### src/rtl/supply_low_detector_pkg.sv
// Purpose: shared constants for the supply low detector control block
// Assumes: 8-bit register port of the processor core, 16-bit addresses
// Notes: level codes 0..7 map to falling thresholds, 0 the highest

package supply_low_detector_pkg;

  // ==========================================================
  // register addresses
  localparam logic [15:0] CTRL_ADDR = 16'hffbe;
  localparam logic [15:0] LEVEL_ADDR = 16'hffbf;

  // ==========================================================
  // reset values
  localparam logic [7:0] CTRL_RESET = 8'h00;
  localparam logic [2:0] LEVEL_RESET = 3'h0;

  // ==========================================================
  // control/status field positions
  localparam int DETECT_EN_BIT = 7;
  localparam int REF_EN_BIT = 4;
  localparam int MODE_BIT = 1;
  localparam int FLAG_BIT = 0;

  // level select field width; the bits above read as zero
  localparam int LEVEL_W = 3;

  // reset cause register: position of the detector cause flag
  localparam int CAUSE_BIT = 0;

  // ==========================================================
  // power-on-clear option and its lowest forbidden level codes
  typedef enum logic [1:0] {
    POC_NONE = 2'b00,
    POC_285 = 2'b01,
    POC_350 = 2'b10
  } poc_option_e;

  localparam logic [2:0] POC_350_MIN_CODE = 3'h4;
  localparam logic [2:0] POC_285_MIN_CODE = 3'h7;

  // detection levels by product grade
  localparam int LEVELS_EXPANDED = 8;
  localparam int LEVELS_CONVENTIONAL = 7;
  localparam int LEVELS_HIGH_TEMP = 5;

  // software waits, kept for reference by drivers (microseconds)
  localparam real DETECT_SETTLE_US = 200.0;
  localparam real REF_SETTLE_US = 2000.0;
  localparam real CLK_PERIOD_NS = 4.0;
  localparam int DETECT_SETTLE_CYC =
    int'($ceil(DETECT_SETTLE_US * 1000.0 / CLK_PERIOD_NS));
  localparam int REF_SETTLE_CYC =
    int'($ceil(REF_SETTLE_US * 1000.0 / CLK_PERIOD_NS));

endpackage

### src/rtl/supply_low_detector.sv
// Purpose: control logic of the on-chip supply low detector
// Assumes: comparator and reference are analog, outside this block
// Notes: clk keeps running in stop mode so detection carries on

`timescale 1ns/100ps

module supply_low_detector
  import supply_low_detector_pkg::*;
#(
  parameter int NUM_LEVELS = supply_low_detector_pkg::LEVELS_EXPANDED,
  parameter supply_low_detector_pkg::poc_option_e POC_OPTION =
    supply_low_detector_pkg::POC_NONE
) (
  input wire logic clk,
  input wire logic reset,
  input wire logic other_reset,
  input wire logic poc_reset,
  input wire logic [15:0] addr,
  input wire logic byte_wr,
  input wire logic bit_wr,
  input wire logic [2:0] bit_sel,
  input wire logic bit_val,
  input wire logic [7:0] wr_data,
  input wire logic rd_en,
  output logic [7:0] rd_data,
  input wire logic stop_mode,
  input wire logic comparator_below,
  output logic comparator_enable,
  output logic ref_gen_on,
  output logic [2:0] detect_threshold,
  output logic supply_low_irq,
  output logic detector_reset,
  output logic detector_reset_cause_flag
);
  import supply_low_detector_pkg::*;

  // ==========================================================
  // state
  logic detect_enable_r;
  logic ref_gen_enable_r;
  logic reset_mode_select_r;
  logic [LEVEL_W-1:0] level_r;
  logic irq_r;
  logic det_rst_r;
  logic cause_r;
  logic [7:0] rd_data_r;
  logic below_sync;

  // stop mode deliberately gates nothing here
  logic stop_unused;
  assign stop_unused = stop_mode;

  // ==========================================================
  // comparator output crosses into clk domain
  level_sync u_sync (
    .clk(clk),
    .reset(reset),
    .async_in(comparator_below),
    .sync_out(below_sync)
  );

  // ==========================================================
  // address decode and write strobes
  logic hit_ctrl;
  logic hit_level;
  logic ctrl_byte_wr;
  logic ctrl_bit_wr;
  logic level_byte_wr;
  assign hit_ctrl = (addr == CTRL_ADDR);
  assign hit_level = (addr == LEVEL_ADDR);
  assign ctrl_byte_wr = hit_ctrl & byte_wr;
  assign ctrl_bit_wr = hit_ctrl & bit_wr & ~byte_wr;
  // bit writes to the level register are ignored
  assign level_byte_wr = hit_level & byte_wr;

  // picks the new value of one control bit for either write width
  function automatic logic ctrl_bit_next(input logic cur, input int pos,
                                         input logic bw, input logic bb,
                                         input logic [2:0] sel,
                                         input logic v,
                                         input logic [7:0] d);
    logic r;
    r = cur;
    if (bw) begin
      r = d[pos];
    end else if (bb && (sel == 3'(pos))) begin
      r = v;
    end
    return r;
  endfunction

  // ==========================================================
  // next values of the writable control bits
  logic detect_enable_nxt;
  logic ref_gen_enable_nxt;
  logic reset_mode_select_nxt;
  logic soft_clear;
  assign detect_enable_nxt = ctrl_bit_next(detect_enable_r,
    DETECT_EN_BIT, ctrl_byte_wr, ctrl_bit_wr, bit_sel, bit_val,
    wr_data);
  assign ref_gen_enable_nxt = ctrl_bit_next(ref_gen_enable_r,
    REF_EN_BIT, ctrl_byte_wr, ctrl_bit_wr, bit_sel, bit_val,
    wr_data);
  assign reset_mode_select_nxt = ctrl_bit_next(reset_mode_select_r,
    MODE_BIT, ctrl_byte_wr, ctrl_bit_wr, bit_sel, bit_val,
    wr_data);
  // any reset but our own clears the control bits
  assign soft_clear = other_reset | poc_reset;

  // control bits; the detector's own reset is not a clear term
  always_ff @(posedge clk) begin
    if (reset || soft_clear) begin
      detect_enable_r <= CTRL_RESET[DETECT_EN_BIT];
      ref_gen_enable_r <= CTRL_RESET[REF_EN_BIT];
      reset_mode_select_r <= CTRL_RESET[MODE_BIT];
    end else begin
      detect_enable_r <= detect_enable_nxt;
      ref_gen_enable_r <= ref_gen_enable_nxt;
      reset_mode_select_r <= reset_mode_select_nxt;
    end
  end

  // ==========================================================
  // level select: only the external reset clears it
  logic [LEVEL_W-1:0] level_nxt;
  assign level_nxt = level_byte_wr ? wr_data[LEVEL_W-1:0] : level_r;

  always_ff @(posedge clk) begin
    if (reset) begin
      level_r <= LEVEL_RESET;
    end else begin
      level_r <= level_nxt;
    end
  end

  // ==========================================================
  // usable levels per grade; codes past the last one clamp to it
  localparam logic [2:0] LAST_CODE = 3'(NUM_LEVELS - 1);
  assign detect_threshold = (level_r > LAST_CODE) ? LAST_CODE
                                                  : level_r;

  // codes that sit at or below the power-on-clear threshold
  logic poc_shadowed;
  assign poc_shadowed =
    ((POC_OPTION == POC_350) && (level_r >= POC_350_MIN_CODE)) ||
    ((POC_OPTION == POC_285) && (level_r >= POC_285_MIN_CODE));

  // ==========================================================
  // analog enables
  assign comparator_enable = detect_enable_r;
  // with power-on-clear fitted the reference never stops
  assign ref_gen_on = (POC_OPTION != POC_NONE) | ref_gen_enable_r;

  // ==========================================================
  // flag is zero whenever detection is off
  logic below_level_flag;
  assign below_level_flag = below_sync & detect_enable_r;

  // request next values; power-on-clear wins over our reset
  logic irq_nxt;
  logic det_rst_nxt;
  assign irq_nxt = below_level_flag & ~reset_mode_select_r;
  assign det_rst_nxt = below_level_flag & reset_mode_select_r
                       & ~poc_reset;

  // request outputs run regardless of stop mode
  always_ff @(posedge clk) begin
    if (reset) begin
      irq_r <= 1'b0;
      det_rst_r <= 1'b0;
    end else begin
      irq_r <= irq_nxt;
      det_rst_r <= det_rst_nxt;
    end
  end

  assign supply_low_irq = irq_r;
  assign detector_reset = det_rst_r;

  // ==========================================================
  // reset cause: set beats clear, power-on-clear zeroes it
  logic cause_nxt;
  assign cause_nxt = det_rst_r ? 1'b1 : (poc_reset ? 1'b0 : cause_r);

  always_ff @(posedge clk) begin
    if (reset) begin
      cause_r <= 1'b0;
    end else begin
      cause_r <= cause_nxt;
    end
  end

  assign detector_reset_cause_flag = cause_r;

  // ==========================================================
  // read path; unused bits and other addresses read zero
  logic [7:0] ctrl_view;
  logic [7:0] level_view;
  logic [7:0] rd_nxt;
  always_comb begin
    ctrl_view = 8'h00;
    ctrl_view[DETECT_EN_BIT] = detect_enable_r;
    ctrl_view[REF_EN_BIT] = ref_gen_enable_r;
    ctrl_view[MODE_BIT] = reset_mode_select_r;
    ctrl_view[FLAG_BIT] = below_level_flag;
    level_view = 8'h00;
    level_view[LEVEL_W-1:0] = level_r;
  end
  assign rd_nxt = !rd_en ? rd_data_r :
                  hit_ctrl ? ctrl_view :
                  hit_level ? level_view : 8'h00;

  always_ff @(posedge clk) begin
    if (reset) begin
      rd_data_r <= 8'h00;
    end else begin
      rd_data_r <= rd_nxt;
    end
  end

  assign rd_data = rd_data_r;
endmodule

### src/rtl/level_sync.sv
// Purpose: two flip-flop synchroniser for one asynchronous level
// Assumes: input may change at any time relative to clk
// Notes: first stage is read only by the second stage

`timescale 1ns/100ps

module level_sync (
  input wire logic clk,
  input wire logic reset,
  input wire logic async_in,
  output logic sync_out
);

  logic meta_r;
  logic sync_r;

  // ==========================================================
  // two stages; metastability settles in the first
  always_ff @(posedge clk) begin
    if (reset) begin
      meta_r <= 1'b0;
      sync_r <= 1'b0;
    end else begin
      meta_r <= async_in;
      sync_r <= meta_r;
    end
  end

  assign sync_out = sync_r;

endmodule

### config.mk
export PLATFORM = sky130hd
export DESIGN_NAME = supply_low_detector
export DESIGN_NICKNAME = d
export VERILOG_FILES = /design/src/rtl/supply_low_detector_pkg.sv /design/src/rtl/supply_low_detector.sv /design/src/rtl/level_sync.sv
export SDC_FILE = /design/constraint.sdc
export NUM_CORES = 1
export LEC_CHECK = 0
export BUFFER_PORTS_ARGS = -buffer_cell sky130_fd_sc_hd__buf_2
export CAP_MARGIN = 20
export CORE_MARGIN = 2
export CORE_UTILIZATION = 45
export CTS_BUF_LIST = sky130_fd_sc_hd__clkbuf_2
export CTS_CLUSTER_SIZE = 30
export DETAILED_ROUTE_END_ITERATION = 8
export PLACE_DENSITY = 0.88
export SYNTH_ARGS = -nofsm -noshare
export SYNTH_HDL_FRONTEND = slang
export SYNTH_HIERARCHICAL = 1
export SYNTH_SLANG_ARGS = --single-unit
export TNS_END_PERCENT = 20
### constraint.sdc
create_clock -name clk -period 2.9 [get_ports clk]
set_input_delay 0.58 -clock clk [delete_from_list [all_inputs] [get_ports clk]]
set_output_delay 0.58 -clock clk [all_outputs]
set_load 0.02 [all_outputs]
==> summary.txt <==
Run status
  – Status: completed

Power and ir drop
  – Clock network power share: 26.1%
  – Flop pwr share: roughly three fifths
  – Sw Pwr: around 100 uW
  – Leakage power: 0.4522 nW
  – Switching share of power: 25.95%
  – Internal cell power: 277.1 uW
  – Combinational power share: 14.2%
  – Cell area power density: 380.0 nW/um2
  – Total Power: 374.2 uW
  – Worst vdd ir: 206.1 uV

Final layout
  – Layout cells sized above 1: 42.52%
  – Antenna diodes: 0
  – # nets final: 165
  – Fin util: 63.16%
  – Synthesis-to-layout area growth: 27.55%
  – Leading cell type in the layout, fill and taps excluded: buf_2
  – Most frequent cells in the layout: buf_2, dfxtp_1, a21oi_1
  – Fin area: between 900 and 1000 um2
  – Final std cells w/o fill: 143

Setup path
  – Startpoint Class: primary input
  – Slowest cell on the critical path: nor4_2
  – R2R setup slack: ~2 ns
  – Reg2Reg Depth: 2
  – Stages on the worst setup path: 5
  – Crit. End Element: flop
  – Worst path required time: 3.11 ns
  – Slowest stage delay, CP: 0.58 ns
  – CP max FO: 6
  – Crit path cell chain: buf_2 > nand4b_4 > nor4_2 > a22oi_1 > a211oi_1
  – Crit path DAT: between 1.5 and 2 ns
  – Delay-heaviest family, CP: simple AND/OR/NAND/NOR gates
  – Crit Path Class: primary input to flop
  – Worst Path Buf+Inv: 1

Synthesis
  – Mapped Cells: 84
  – Adder-Cell Fraction of Synth Area: 0%
  – Largest family of logic cells by synthesized area: simple AND/OR/NAND/NOR gates
  – Synth Register Bits: 16
  – Synth top area cells: dfxtp_1, a21oi_1, a211oi_1, nand3_1, nand4b_4
  – Unique cell type count in the Yosys netlist: 31
  – Yosys warning count: 6
  – Async set or reset register ratio after synthesis: 0%
  – Seq/Total Area, Yosys: approximately two fifths
  – Mapped cell area: 772.0 um2
  – Synth Area in Compound Gates: about a fifth
  – Post-Synth Simple-Gate Area: 30.47%
  – Post-synth top area share: between 40% and 50%
  – Multiplexer share of the synthesized area: 0%
  – Post-synth top area cell: dfxtp_1
  – Post-synth EDFFs: 0
  – Post-synthesis xor/xnor area fraction: 0%
  – Synth Flop Type: dfxtp_1
  – Syn Area/Cell: between 9 and 10 um2

Floorplan
  – Row count: 14
  – Top Ports: 53
  – Starting Density: 49.52%
  – Die area: 2063 um2
  – Die W: 45.42 um
  – Die span in y: 45.42 um
  – Core area: 1559 um2

Clocking
  – Clk sinks: 16
  – Post-CTS setup buffers: 0
  – CTS tree: done
  – Hold-fix buffers, CTS: 0
  – Clock Path Buffers: 2
  – Clock Latency Late Sink: about 0.28 ns
  – Reg clk slew, reported paths: 0.15 ns
  – Htree depth: 1
  – Post_cts resized: 0
  – Root buffer cell: clkbuf_2
  – TritonCTS Buffers: 3

Global routing
  – Gr usage total: roughly a fifth
  – Initial antenna violation count: 0
  – First-pass GRT wire length: 3049 um
  – GRT Residual Overflow: 0
  – Largest net degree at the start of global routing: 15
  – Number of global-route vias before repair: 750

Timing
  – RSZ-0062 raised after global routing: no
  – Max-slew violations: 0
  – Final Skew: 0.008919 ns
  – Tcrit/Tclk final: 57.58%
  – Max frequency: roughly 0.6 GHz
  – Setup tns final: 0 ns
  – Slew headroom: slightly above 60%
  – Final worst slack: 1.230 ns
  – Endpoints failing hold: 0
  – Fin Hold WS: about 0.46 ns
  – Least-Margin Pin Slew: between 0.5 and 0.6 ns
  – Fin crit period: between 1.5 and 2 ns
  – Setup violators final: 0

Route
  – Total number of vias: 793
  – WL per Instance: 12.80 um
  – DR pass1 iterations: 4
  – Routed Antenna Nets: 0
  – DRT iter0 DRCs: 5
  – DRC viols: 0
  – Drt total wl: 1830 um
  – Drt via density: 5.545

Place
  – Post-DP HPWL: 1438 um
  – I/O Buffers: 45
  – Placer Congestion: slightly above 0.8
  – Placed insts: 139
  – Setup slack at placement: ~0.94 ns
  – Area after DPL: 965.9 um2

Hold path
  – Worst hold path class: flop to flop
  – WHS Path Cells: 1

Flow run
  – Max_cap viols: 0
[cell families after synthesis]
kind of cell | after synthesis
buf+inv | 10
simple gates | 33
flops | 16
compound gates | 24
other cells | 1
[synthesized netlist by cell type (2+ instances only)]
master / count
a211oi_1: 5
a21oi_1: 10
buf_4: 3
clkbuf_1: 3
dfxtp_1: 16
inv_1: 2
nand2_1: 3
nand2b_1: 3
nand3_1: 7
nand4_1: 3
nor2_1: 4
nor2b_1: 2
o21ai_0: 3
o22ai_1: 3
[state kept, by name, indices dropped and copies added (netlist names)]
register / flops
detector_reset_cause_flag: 1
rd_data: 5
reset_mode_select_r: 1
u_sync/sync_out: 1
ref_gen_on: 1
comparator_enable: 1
u_sync/meta_r: 1
level_r: 3
supply_low_irq: 1
detector_reset: 1
[per-layer routing]
layer | part of all wire, % | routed length, um | track usage [%] | vias to the layer above
met3 | 6.4 | 118 | 3.175 | 10
met5 | 0 | 0 | 0 | -
li1 | - | - | - | 396
met2 | 52 | 947 | 34.08 | 41
met4 | 3.1 | 57 | 14.12 | 0
met1 | 39 | 707 | 23.21 | 346
[path summary, 6_finish.rpt]
kind / startpoint / endpoint
worst max register to register: comparator_enable$_SDFFE_PP0P_ / rd_data[0]$_SDFFE_PP0P_
worst max-delay path: addr[6] / rd_data[1]$_SDFFE_PP0P_
worst min register to register: u_sync/meta_r$_SDFF_PP0_ / u_sync/sync_out$_SDFF_PP0_
worst min-delay path: u_sync/meta_r$_SDFF_PP0_ / u_sync/sync_out$_SDFF_PP0_
[power by group through the flow]
stage	sequential, mW	clock (mW)	combinational, mW
finish	0.224	0.0977	0.0530
global route	0.224	0.103	0.0593
CTS	0.224	0.0989	0.0527
detailed placement	0.228	0	0.0523
global placement	0.228	0	0.0506
floorplan	0.230	0	0.0266
[layout make-up]
class | instances | area [um2]
clock inverters | 1 | 3.754
repair buffers | 45 | 225.2
clock buffers | 3 | 15.01
well taps | 16 | 20.02
multi-input cells | 60 | 392.9
inverters | 2 | 7.507
fillers | 143 | 574.3
flip-flops and latches | 16 | 320.3
No activity file was read; power rests on OpenSTA's default activity.
